## config.mk

```make
export PLATFORM = sky130hd
export DESIGN_NAME = eil_top
export DESIGN_NICKNAME = d
export VERILOG_FILES = /design/src/logic/eil_pkg.sv /design/src/logic/eil_pin_sync.sv /design/src/logic/eil_top.sv
export VERILOG_INCLUDE_DIRS = /design/src /design/src/logic
export SDC_FILE = /design/constraint.sdc
export NUM_CORES = 1
export LEC_CHECK = 0
export ABC_AREA = 0
export BUFFER_PORTS_ARGS = -buffer_cell sky130_fd_sc_hd__buf_2
export CAP_MARGIN = 20
export CORE_AREA = 2 2 79 81
export DETAILED_ROUTE_END_ITERATION = 6
export DIE_AREA = 0 0 81 83
export GPL_ROUTABILITY_DRIVEN = 0
export GPL_TIMING_DRIVEN = 0
export PLACE_DENSITY = 0.67
export SYNTH_ARGS = -nofsm -noshare
export SYNTH_HDL_FRONTEND = slang
export SYNTH_HIERARCHICAL = 1
export SYNTH_SLANG_ARGS = --single-unit
```

## constraint.sdc

```tcl
create_clock -name pclk -period 1.5 [get_ports pclk]
set_input_delay 0.075 -clock pclk [delete_from_list [all_inputs] [get_ports pclk]]
set_output_delay 0.075 -clock pclk [all_outputs]
set_load 0.005 [all_outputs]
```

## src/logic/eil_regs.svh

```systemverilog
`ifndef EIL_REGS_SVH
`define EIL_REGS_SVH

// Register map (byte addresses on APB)
`define EIL_ADDR_STATUS_CONTROL 12'h000
`define EIL_ADDR_VECTOR         12'h004
`define EIL_ADDR_PIN_LEVEL      12'h008
`define EIL_ADDR_BITS           12

// Field positions of the status and control register
`define EIL_BIT_SENS    0
`define EIL_BIT_MASK    1
`define EIL_BIT_CLEAR   2
`define EIL_BIT_PENDING 3

// Reset values
`define EIL_SC_RESET    8'h00
`define EIL_VECTOR_RST  16'hFFFA

// Vector locations that the CPU reads when a request is taken
`define EIL_VEC_HI_LOC  16'hFFFA
`define EIL_VEC_LO_LOC  16'hFFFB

`endif

```

## src/logic/eil_pkg.sv

```systemverilog
package eil_pkg;

  // Sensitivity choices
  typedef enum logic
  {
    EIL_EDGE_ONLY,
    EIL_EDGE_LEVEL
  } eil_sens_t;

  // Control fields written by software
  typedef struct packed
  {
    logic      mask;
    eil_sens_t sens;
  } eil_ctrl_t;

  // CPU side signals grouped together
  typedef struct packed
  {
    logic        vec_fetch;
    logic        global_mask;
    logic        break_state;
    logic        break_clear_enable;
  } eil_cpu_t;

endpackage

```

## src/logic/eil_pin_sync.sv

```systemverilog
`timescale 1ns/1ps
`include "eil_regs.svh"

// Two stage synchroniser with falling edge detect on an active low pin
module eil_pin_sync
(
  // Clock and reset
  input  wire logic pclk,
  input  wire logic presetn,
  // Pin side
  input  wire logic pin_in,
  // Synchronised outputs
  output logic      level,
  output logic      fall
);

  logic meta_r;
  logic sync_r;
  logic prev_r;
  // Marks which history flops hold a real pin sample rather than a reset value
  logic [2:0] seen_r;

  // Reset to idle-high; seen_r keeps a pin held low at reset from being seen as an edge
  always_ff @(posedge pclk or negedge presetn)
  begin
    if (!presetn)
    begin
      meta_r <= 1'b1;
      sync_r <= 1'b1;
      prev_r <= 1'b1;
      seen_r <= 3'h0;
    end
    else
    begin
      meta_r <= pin_in;
      sync_r <= meta_r;
      prev_r <= sync_r;
      seen_r <= {seen_r[1:0], 1'b1};
    end
  end

  assign level = sync_r;
  // High sample then low sample; a reset value never counts as the high sample,
  // so a pin held low through reset raises no edge after it
  assign fall  = seen_r[2] & prev_r & ~sync_r;

endmodule

```

## src/logic/eil_top.sv

```systemverilog
// Function
// - Low pin with trigger met sets latch
// - Vector fetch acknowledge clears causing latch
// - Writing one to clear bit clears latch
// - Reset clears latch and sensitivity bit
// - Sensitivity one edge+level, zero edge only
// - Edge mode latch holds until acknowledge
// - Edge mode acknowledge clears regardless of pin
// - Level mode needs acknowledge and pin high
// - Local mask blocks forwarding of request
// - Global CPU mask also blocks request
// - Edge after acknowledge latches new request
// - Taken request loads vector from two locations; the code drives vector_addr from an APB-written register instead
// - Pending flag reads latch, ignores mask
// - Clear bit write-only, reads zero
// - Mask bit read/write, reset clears it
// - Break clear allowed when enable set
// - Break clear ignored when enable zero
// - Pin level visible for branch instructions
`timescale 1ns/1ps
`include "eil_regs.svh"

module eil_top
(
  // APB clock and reset
  input  wire logic                 pclk,
  input  wire logic                 presetn,
  // APB slave
  input  wire logic                 psel,
  input  wire logic                 penable,
  input  wire logic                 pwrite,
  input  wire logic [31:0]          paddr,
  input  wire logic [31:0]          pwdata,
  input  wire logic [3:0]           pstrb,
  output logic                      pready,
  output logic [31:0]               prdata,
  output logic                      pslverr,
  // External pin, active low
  input  wire logic                 ext_int_pin_n,
  // CPU side
  input  wire eil_pkg::eil_cpu_t    cpu_in,
  output logic                      cpu_irq_req,
  output logic                      pin_level_for_branch,
  output logic [15:0]               vector_addr
);

  import eil_pkg::*;

  // Latch and control state
  logic                             latch_r;
  logic                             latch_nxt;
  eil_ctrl_t                        ctrl_r;
  logic                             ack_pend_r;
  logic                             ack_pend_nxt;
  logic                             irq_r;
  logic                             branch_r;
  logic [15:0]                      vec_r;
  logic [31:0]                      prdata_r;
  logic                             pslverr_r;
  logic                             pready_r;
  logic                             pin_level;
  logic                             pin_fall;

  // Synchroniser for the pin
  // sync and edge
  eil_pin_sync u_sync
  (
    .pclk    (pclk),
    .presetn (presetn),
    .pin_in  (ext_int_pin_n),
    .level   (pin_level),
    .fall    (pin_fall)
  );

  // APB decode; every access completes in its first access cycle
  wire                              apb_acc    = psel & penable;
  wire                              apb_wr     = apb_acc & pwrite;
  wire                              apb_rd     = apb_acc & ~pwrite;
  wire [`EIL_ADDR_BITS-1:0]         addr_lo    = paddr[`EIL_ADDR_BITS-1:0];
  wire                              hit_sc     = (addr_lo == `EIL_ADDR_STATUS_CONTROL) && (paddr[31:12] == 20'h00000);
  wire                              hit_vec    = (addr_lo == `EIL_ADDR_VECTOR) && (paddr[31:12] == 20'h00000);
  wire                              hit_pin    = (addr_lo == `EIL_ADDR_PIN_LEVEL) && (paddr[31:12] == 20'h00000);
  wire                              hit_any    = hit_sc | hit_vec | hit_pin;
  wire                              wr_sc      = apb_wr & hit_sc & pstrb[0];

  // Software clear, gated in break state by the enable from the integration unit
  // write one clears
  wire                              sw_clear_req = wr_sc & pwdata[`EIL_BIT_CLEAR];
  wire                              sw_clear   = sw_clear_req &
                                                 (~cpu_in.break_state | cpu_in.break_clear_enable);

  wire                              ack_now    = sw_clear | (cpu_in.vec_fetch & latch_r);

  // Trigger condition
  // pin low sets
  wire                              level_mode = (ctrl_r.sens == EIL_EDGE_LEVEL);
  wire                              trig       = pin_fall | (level_mode & ~pin_level);

  // Acknowledge remembered in level mode until the pin goes high
  // ack plus pin high
  wire                              ack_seen   = ack_now | ack_pend_r;
  wire                              lvl_done   = ack_seen & pin_level;

  // Latch next state; a new edge wins over a clear in the same cycle
  always_comb
  begin
    latch_nxt    = latch_r;
    ack_pend_nxt = ack_pend_r;
    if (level_mode)
    begin
      if (lvl_done)
      begin
        latch_nxt    = 1'b0;
        ack_pend_nxt = 1'b0;
      end
      else if (ack_now && latch_r)
      begin
        ack_pend_nxt = 1'b1;
      end
    end
    else
    begin
      if (ack_now)
      begin
        latch_nxt = 1'b0;
      end
      ack_pend_nxt = 1'b0;
    end
    if (trig && !(level_mode && lvl_done && pin_level))
    begin
      latch_nxt = 1'b1;
    end
    if (pin_fall)
    begin
      latch_nxt = 1'b1;
    end
  end

  // Latch, acknowledge memory and control register
  // reset clears latch and mode
  always_ff @(posedge pclk or negedge presetn)
  begin
    if (!presetn)
    begin
      latch_r    <= 1'b0;
      ack_pend_r <= 1'b0;
      ctrl_r     <= eil_ctrl_t'(2'b00);
    end
    else
    begin
      latch_r    <= latch_nxt;
      ack_pend_r <= ack_pend_nxt;
      if (wr_sc)
      begin
        ctrl_r.mask <= pwdata[`EIL_BIT_MASK];
        ctrl_r.sens <= eil_sens_t'(pwdata[`EIL_BIT_SENS]);
      end
    end
  end

  // Request forwarding and vector
  // local mask
  wire                              irq_nxt    = latch_nxt & ~ctrl_r.mask & ~cpu_in.global_mask;

  // Vector register; software may program the address stored at the vector locations
  wire [15:0]                       vec_nxt    = (apb_wr & hit_vec) ? pwdata[15:0] : vec_r;

  // Read mux
  // pending flag
  wire [31:0]                       sc_read    = {28'h0000000, latch_r, 1'b0, ctrl_r.mask, ctrl_r.sens};
  wire [31:0]                       rd_mux     = hit_sc  ? sc_read :
                                                 hit_vec ? {16'h0000, vec_r} :
                                                 hit_pin ? {31'h00000000, pin_level} : 32'h00000000;

  // Registered outputs
  always_ff @(posedge pclk or negedge presetn)
  begin
    if (!presetn)
    begin
      irq_r     <= 1'b0;
      branch_r  <= 1'b1;
      vec_r     <= `EIL_VECTOR_RST;
      prdata_r  <= 32'h00000000;
      pslverr_r <= 1'b0;
      pready_r  <= 1'b0;
    end
    else
    begin
      irq_r     <= irq_nxt;
      branch_r  <= pin_level;
      vec_r     <= vec_nxt;
      pready_r  <= psel & ~penable;
      prdata_r  <= (psel & ~penable & ~pwrite) ? rd_mux : 32'h00000000;
      pslverr_r <= psel & ~penable & ~hit_any;
    end
  end

  // Unused read strobe kept for decode symmetry is folded into prdata timing
  assign pready               = pready_r;
  assign prdata               = prdata_r;
  assign pslverr              = pslverr_r;
  assign cpu_irq_req          = irq_r;
  assign pin_level_for_branch = branch_r;
  assign vector_addr          = vec_r;

endmodule

```

Word-level counts from Yosys, hierarchy flattened

Cells that the tools add are included.

Output and inout bits: 52
Input bits: 78
Bits in registers: 45

Bitwise operators: 30
Reductions and logical operators: 10
Multiplexer cells: 12
Equal/unequal tests: 3

Operators with widths:

| kind                | count |
|---|---|
| $mux 16             | 3 |
| $logic_not 20->1    | 1 |
| $and 1x1->1         | 17 |
| $eq 12x3->1 const B | 1 |
| $eq 12x4->1 const B | 1 |
| $logic_not 12->1    | 1 |
| $mux 1              | 9 |
| $logic_and 1x1->1   | 7 |
| $not 1->1           | 7 |
| $or 1x1->1          | 6 |
| $ne 3x1->1 const B  | 1 |
| $logic_not 1->1     | 1 |

Logic depth before layout (Yosys ltp)

Gate-level depths: netlist of the first run.

Depth after elaboration: 17
Depth in mapped cells: 5

Cells and area by module

Netlist of the first run, hierarchy kept.

By module, submodules not included:

| module       | seq. area each (um^2) | cells an instance | area each (um^2) | times used |
|---|---|---|---|---|
| eil_top      | 1019.7                | 135               | 1825.5           | 1 |
| eil_pin_sync | 153.9                 | 8                 | 166.4            | 1 |

Worst setup path before layout of the first run

Ideal clock, no wire load.

Path type: input port to flip-flop
From: in paddr[4]
To: reg vec_r[0], in the netlist vector_addr[0]
Required time: 1.375 ns
Buffers on the path: 1
Slack: -0.179 ns
Cell stages on the path: 5
Arrival: 1.554 ns
Cell sequence: nor4_1 > nand4_2 > nor4_4 > buf_8 > mux2_4

Longest elaborated chain between the ends: 3

RTL lines:

| element                      | RTL line       | text |
|---|---|---|
| from (decl)                  | eil_top.sv:32  | `input wire logic [31:0] paddr,` |
| $eq 12x3->1 (no source line) | n/a            |  |
| $logic_and 1x1->1            | eil_top.sv:81  | `` wire hit_vec = (addr_lo == `EIL_ADDR_VECTOR) && (paddr[31:12] == 20'h00000); `` |
| $and 1x1->1                  | eil_top.sv:166 | `wire [15:0] vec_nxt = (apb_wr & hit_vec) ? pwdata[15:0] : vec_r;` |
| to (signal assigned)         | eil_top.sv:182 | `` vec_r <= `EIL_VECTOR_RST; `` |
| to (signal assigned)         | eil_top.sv:191 | `vec_r <= vec_nxt;` |
| to (decl)                    | eil_top.sv:57  | `logic [15:0] vec_r;` |

Every way passes these cells.
A chain may end at the register's enable or synchronous reset.

Worst setup path in the final report of the first run

From: in paddr[27]
To: reg vec_r[6], in the netlist vector_addr[6]

Longest elaborated chain between the ends: 3

RTL lines:

| element           | RTL line |
|---|---|
| $logic_not 20->1  | eil_top.sv:81 |
| $logic_and 1x1->1 | eil_top.sv:81 |
| $and 1x1->1       | eil_top.sv:166 |

Every way passes these cells.

==> results.py, run 1 <==
metrics = {
    "sta": {
        "tns_ns": 0,
        "hold_violations": 0,
        "skew_ns": 0.00169,
        "rsz0062_at_grt": "no",
        "min_period_ns": 1.41,
        "drv_slew": 0,
        "fin_crit_sh_pct": 93.9,
        "timing.fmax_mhz": 710,
        "setup_viol": 0,
    },
    "critical_path": {
        "required_ns": 1.72,
        "path_class": "in2reg",
        "worstSetupEndpointType": "flop",
        "cp_max_fo": 6,
        "r2r_setup_slack_ns": 0.21,
        "cp.arrival_ns": 1.63,
        "startpoint_type": "input port",
    },
    "detailed_routing": {
        "drt_iter0_drc": 36,
        "routedWlPerCell_um": 12.3,
        "drtPass1Iterations": 3,
        "vias": 1502,
        "wl_um": 4280,
        "remaining_drc_errors": 0,
        "antenna_left": 0,
        "vias_per_cell": 4.30,
    },
    "power": {
        "p_leak_uw": 0.00156,
        "p_per_area_mw_per_mm2": 803,
        "peakVddDrop_v": 0.000865,
    },
    "final_layout": {
        "syn2layout_area_growth_pct": 48.4,
        "drive_gt1_share_pct": 64.6,
        "regArea_mm2": 0.00117,
        "nFillCells": 532,
        "nNetsFinal": 351,
        "antennaDiodeCount": 0,
        "multi_input_area_um2": 792,
        "fin_util_pct": 50.8,
    },
    "placed_design": {
        "port-buffer-count": 93,
        "dpl.hpwl_um": 3180,
    },
    "synth": {
        "syn_area_per_cell_um2": 13.9,
        "yosysWarnings": 6,
        "synth_fa_ha_area_share_pct": 0,
        "yosysTopAreaCell": "dfrtp_1",
        "synth-async-reset-ratio_pct": 100,
        "synth_compound_area_share_pct": 3.20,
        "synth_edf_count": 0,
        "synthCells": 143,
        "synthMuxAreaShare_pct": 13.6,
        "ys_seq_area_share_pct": 58.9,
        "yosys.area_share.xor_xnor_pct": 0,
        "synthTopCellsByArea": "dfrtp_1 (35%), dfstp_2 (24%), mux2_4 (7.5%)",
        "yosysTopAreaCellShare_pct": 35.2,
        "synth_flop_cell": "dfrtp_1",
        "synth_area_mm2": 0.00199,
        "ys_ff_latch": 46,
        "synth.distinct_cells": 31,
        "yosys.area_share.simple_pct": 16.0,
        "synth_top_family_by_area": "simple AND/OR/NAND/NOR gates",
    },
    "clock_tree": {
        "cts_buffer_depth": 2,
        "clk_latency_ns": 0.29,
        "cts_tree": "built",
        "h-tree-depth": 2,
        "cts-root-buf": "clkbuf_8",
        "path_clk_slew_ns": 0.08,
        "cts_made_buffers": 5,
        "cts.sinks": 46,
    },
    "floorplanning": {
        "pin_count": 130,
        "die_w_um": 81,
        "rows": 28,
        "die_y_um": 83,
        "core_area_mm2": 0.00582,
        "initial_utilization_pct": 34.3,
        "die-area_mm2": 0.00672,
    },
    "grt": {
        "grt_pass1_vias": 1474,
        "antenna_found_initial": 0,
        "grt_usage_pct": 12.9,
        "grt-ovfl-total": 0,
        "grt_pass1_wl_um": 6730,
        "grt_start_max_net_pins": 47,
    },
    "min_path": {
        "min_path_type": "in2reg",
    },
    "outcome": {
        "status": "finished clean",
    },
    "run": {
        "cap_violations": 0,
    },
}
## final timing paths
kind | start | to | cells past startpoint
min in group asynchronous | presetn | prdata[10] | 2
max | paddr[27] | vector_addr[6] | 7
min | pwdata[10] | vector_addr[10] | 2
max in group asynchronous | presetn | vector_addr[4] | 3
max reg2reg | u_sync/level | cpu_irq_req | 3
min reg2reg | u_sync/seen_r[0] | u_sync/seen_r[1] | 0
## synthesized netlist by cell type (2+ instances only)
library cell	instances
dfrtp_1	28
dfstp_2	18
buf_4	17
and2_1	13
mux2_4	10
mux2_2	8
nor4_1	7
inv_1	3
mux2i_1	3
nor2_1	3
nor2b_1	3
nor3_1	3
nor4_2	3
a21oi_1	2
conb_1	2
nand2_1	2
nand2b_1	2
nand4_2	2
nor4_4	2
## power breakdown
| part | total [µW] | leakage [µW] | internal (µW) | switching (µW) |
|---|---|---|---|---|
| clock network | 882 | 0.0000579 | 490 | 392 |
| logic | 225 | 0.000932 | 119 | 105 |
| registers | 1270 | 0.000567 | 1260 | 6.09 |
## per-stage QoR
step / power, µW / worst slack (ns) / area (µm²) / hold slack, ns / instances
after detailed placement: 1490 / -0.781 / 2630 / 0.181 / 326
after CTS: 2400 / 0.0131 / 2830 / 0.00138 / 341
after floorplan: 1360 / -0.160 / 2070 / -0.221 / 158
final: 2370 / 0.0910 / 2960 / 0.0119 / 349
after global placement: 1480 / -0.722 / 2630 / 0.182 / 326
after global routing: 2510 / 0.0137 / 2960 / 0.000772 / 349
## metal layers
metal	global-route usage [%]	share of wire, %
met3	4.02	9.0
met4	3.39	0.93
met2	21.9	51
met1	15.7	39
met5	0	0
## layout by cell type (no fill, tap or decap), drive strengths merged, types with 7 or more instances in the layout
master	synthesis	final
buf	18	118
dfrtp	28	28
dfstp	18	18
mux2	18	18
conb	2	17
and2	13	13
nor4	12	12
dlygate4sd3	0	7
clkbuf	1	7
## cell type report
| class | count | area share (%) |
|---|---|---|
| Tap cell | 75 | 3.18 |
| Timing Repair Buffer | 108 | 21.2 |
| Multi-Input combinational cell | 90 | 26.8 |
| Inverter | 3 | 0.381 |
| Clock buffer | 5 | 2.33 |
| Clock inverter | 3 | 1.35 |
| Buffer | 19 | 5.08 |
| Sequential cell | 46 | 39.7 |
## worst max-delay path, stage by stage
cell and delay [ns]:
buf_2 0.11, nor4_4 0.32, nand4_4 0.18, nor4_4 0.27, buf_4 0.18, buf_4 0.15, mux2_2 0.34
## logic make-up (layout without fill, tap and decap cells)
| family | count (synthesis) | after routing |
|---|---|---|
| other | 2 | 17 |
| AO/OA/AOI/OAI | 9 | 9 |
| AND/OR/NAND/NOR | 43 | 43 |
| buffers and inverters | 22 | 138 |
| multiplexers | 21 | 21 |
| flip-flops | 46 | 46 |
## what timing repair did
item | in CTS | in global routing
hold buffers | 5 | 2
setup endpoints to repair | 29 | 28
setup buffers | 2 | 4
hold endpoints to repair | 32 | 2
pin swaps | 2 | 3
gates cloned | 0 | 1
gates resized for setup | 5 | 6
Note: power is estimated with default switching activity, not from simulation.
==> inputs of run 2 (changes only) <==
Settings changed: BUFFER_PORTS_ARGS -buffer_cell sky130_fd_sc_hd__buf_2 to not set, DONT_BUFFER_PORTS set to 1, PLACE_DENSITY 0.67 to not set, SYNTH_HIERARCHICAL 1 to not set.
==> run 2 against run 1 <==
  * Die area unchanged
  * Sequential cell count decreased by 1
  * Register-to-register slack worse by 0.17 ns
  * Cell count shrank 24%
  * Routed wire length grew 2.4%
  * Worst hold slack improved by 0.012 ns
  * Clock skew increased by 0.00089 ns
  * Count of clock-buffer cells in the layout is the same
  * Global-route usage increased by 0.14 points
  * Combinational power is 25% lower
  * Final area fell by 15%
==> results.py, run 2 <==
metrics = {
    "grt": {
        "grt-ovfl-total": 0,
        "grt_start_max_net_pins": 46,
        "grt_usage_pct": 13.1,
        "grt_pass1_vias": 1285,
        "grt_pass1_wl_um": 6600,
        "antenna_found_initial": 0,
    },
    "detailed_routing": {
        "antenna_left": 0,
        "routedWlPerCell_um": 16.6,
        "vias": 1234,
        "drt_iter0_drc": 34,
        "wl_um": 4380,
        "remaining_drc_errors": 0,
        "vias_per_cell": 4.67,
        "drtPass1Iterations": 4,
    },
    "clock_tree": {
        "h-tree-depth": 2,
        "clk_latency_ns": 0.29,
        "cts_made_buffers": 5,
        "cts_tree": "built",
        "cts-root-buf": "clkbuf_8",
        "path_clk_slew_ns": 0.08,
        "cts.sinks": 45,
        "cts_buffer_depth": 2,
        "cts_setup_buffers": 0,
    },
    "placed_design": {
        "pre_cts_slack_ns": -0.263,
        "dpl.hpwl_um": 3280,
        "port-buffer-count": 0,
        "placed_area_mm2": 0.00217,
    },
    "synth": {
        "synth.distinct_cells": 32,
        "ys_ff_latch": 45,
        "ys_top_cells_by_count": "dfrtp_1 (28), dfstp_2 (17), buf_4 (16)",
        "synth_edf_count": 0,
        "synthTopCellsByArea": "dfrtp_1 (35%), dfstp_2 (22%), mux2_4 (7.5%)",
        "synthCells": 142,
        "synth_most_common_cell": "dfrtp_1",
        "yosysTopAreaCell": "dfrtp_1",
        "syn_area_per_cell_um2": 14.0,
        "synth_flop_cell": "dfrtp_1",
        "ys_seq_area_share_pct": 57.7,
        "yosysTopAreaCellShare_pct": 35.2,
        "yosysWarnings": 0,
        "synth-async-reset-ratio_pct": 100,
        "synth_area_mm2": 0.00199,
    },
    "floorplanning": {
        "pin_count": 130,
        "die-area_mm2": 0.00672,
        "die_w_um": 81,
        "die_y_um": 83,
        "rows": 28,
        "initial_utilization_pct": 34.2,
        "core_area_mm2": 0.00582,
    },
    "sta": {
        "rsz0062_at_grt": "no",
        "drv_slew": 0,
        "skew_ns": 0.00258,
        "max_slew.worst_pin.slew_ns": 0.498,
        "finalWorstSetupSlack_ns": 0.0379,
        "fin_crit_sh_pct": 97.5,
        "tns_ns": 0,
        "maxSlewHeadroom_pct": 66.7,
        "setup_viol": 0,
        "min_period_ns": 1.46,
        "timing.fmax_mhz": 684,
        "hold_violations": 0,
    },
    "power": {
        "p_seq_share_pct": 58.2,
        "p_leak_uw": 0.00114,
        "p_comb_share_pct": 7.9,
        "clkPwrFrac_pct": 33.9,
        "switching_share_pct": 22.5,
        "p_per_area_mw_per_mm2": 844,
        "peakVddDrop_v": 0.000331,
        "p_sw_uw": 481,
        "p_int_uw": 1650,
    },
    "min_path": {
        "min_path_type": "in2reg",
    },
    "outcome": {
        "status": "finished clean",
    },
    "run": {
        "cap_violations": 0,
    },
    "critical_path": {
        "startpoint_type": "flop",
        "worstSetupEndpointType": "flop",
        "cp.arrival_ns": 1.67,
        "path_class": "reg2reg",
        "required_ns": 1.71,
        "cp_max_fo": 3,
    },
    "final_layout": {
        "final_area_mm2": 0.00252,
        "nNetsFinal": 266,
        "syn2layout_area_growth_pct": 26.9,
        "final_cell_mix": "dfrtp_1 (28), dlygate4sd3_1 (23), conb_1 (17), dfstp_2 (17), buf_4 (16)",
        "antennaDiodeCount": 0,
        "drive_gt1_share_pct": 41.8,
        "final_common_cell": "dfrtp_1",
        "nFillCells": 563,
    },
}
-- run 2: final timing paths --
path,start,endpoint,slack [ns],depth (start not counted)
setup / recovery,u_sync.prev_r,cpu_irq_req,0.04,4
hold / removal,paddr[3],prdata[0],0.02,2
setup reg to reg,u_sync.prev_r,cpu_irq_req,0.04,4
hold reg to reg,u_sync.seen_r[1],u_sync.seen_r[2],0.35,0
max in group asynchronous,presetn,u_sync.level,0.93,2
min in group asynchronous,presetn,prdata[8],0.31,2
-- run 2: critical path, stage by stage (launching register included) --
cell	delay [ns]
dfstp_2	0.55
a21oi_1	0.05
or2_2	0.31
a32o_1	0.25
a211oi_2	0.21
-- run 2: power by group through the flow --
stage          combinational (µW)  clock, µW  sequential [µW]
6_report                      169        722             1240
3_3_place_gp                 80.5          0             1260
4_1_cts                       166        763             1240
2_1_floorplan                77.4          0             1260
5_1_grt                       185        811             1240
3_5_place_dp                 82.6          0             1260
-- run 2: routing by layer --
metal	up-vias	track usage (%)	part of all wire, %
met5	-	0	0
met3	11	3.91	8.4
met2	65	24.1	56
li1	558	-	-
met4	0	5.86	2.5
met1	600	13.1	33
-- run 2: per-stage QoR --
stage	std cells	hold slack, ns	total power, µW	util, %
after global routing	264	0.0112	2240	43.4
after CTS	264	0.00255	2170	43.3
after floorplan	157	-0.221	1340	-
after detailed placement	232	-0.220	1350	37.4
final	264	0.0234	2130	43.4
after global placement	232	-0.220	1340	37.4
-- run 2: logic make-up (layout without fill, tap and decap cells) --
group	count (synthesis)	after routing	share of synthesized area (%)
AO/OA/AOI/OAI	10	10	3.40
buffers and inverters	22	54	8.49
AND/OR/NAND/NOR	42	42	16.5
multiplexers	21	21	13.6
flip-flops	45	45	57.7
other	2	17	0.377
-- run 2: timing repair --
| action | in CTS | in global routing |
|---|---|---|
| hold buffers | 24 | 0 |
| setup endpoints to repair | 0 | 11 |
| hold endpoints to repair | 68 | 0 |
| gates resized for setup | 0 | 3 |
-- run 2: final cells by class --
cell class	instances	area [µm²]	share of cell area, %
plain buffers	19	159	6.29
clock buffers	5	68.8	2.73
clock inverters	3	17.5	0.694
inverters	3	11.3	0.446
multi-input cells	90	769	30.5
flip-flops and latches	45	1150	45.4
well taps	75	93.8	3.72
repair buffers	24	258	10.2
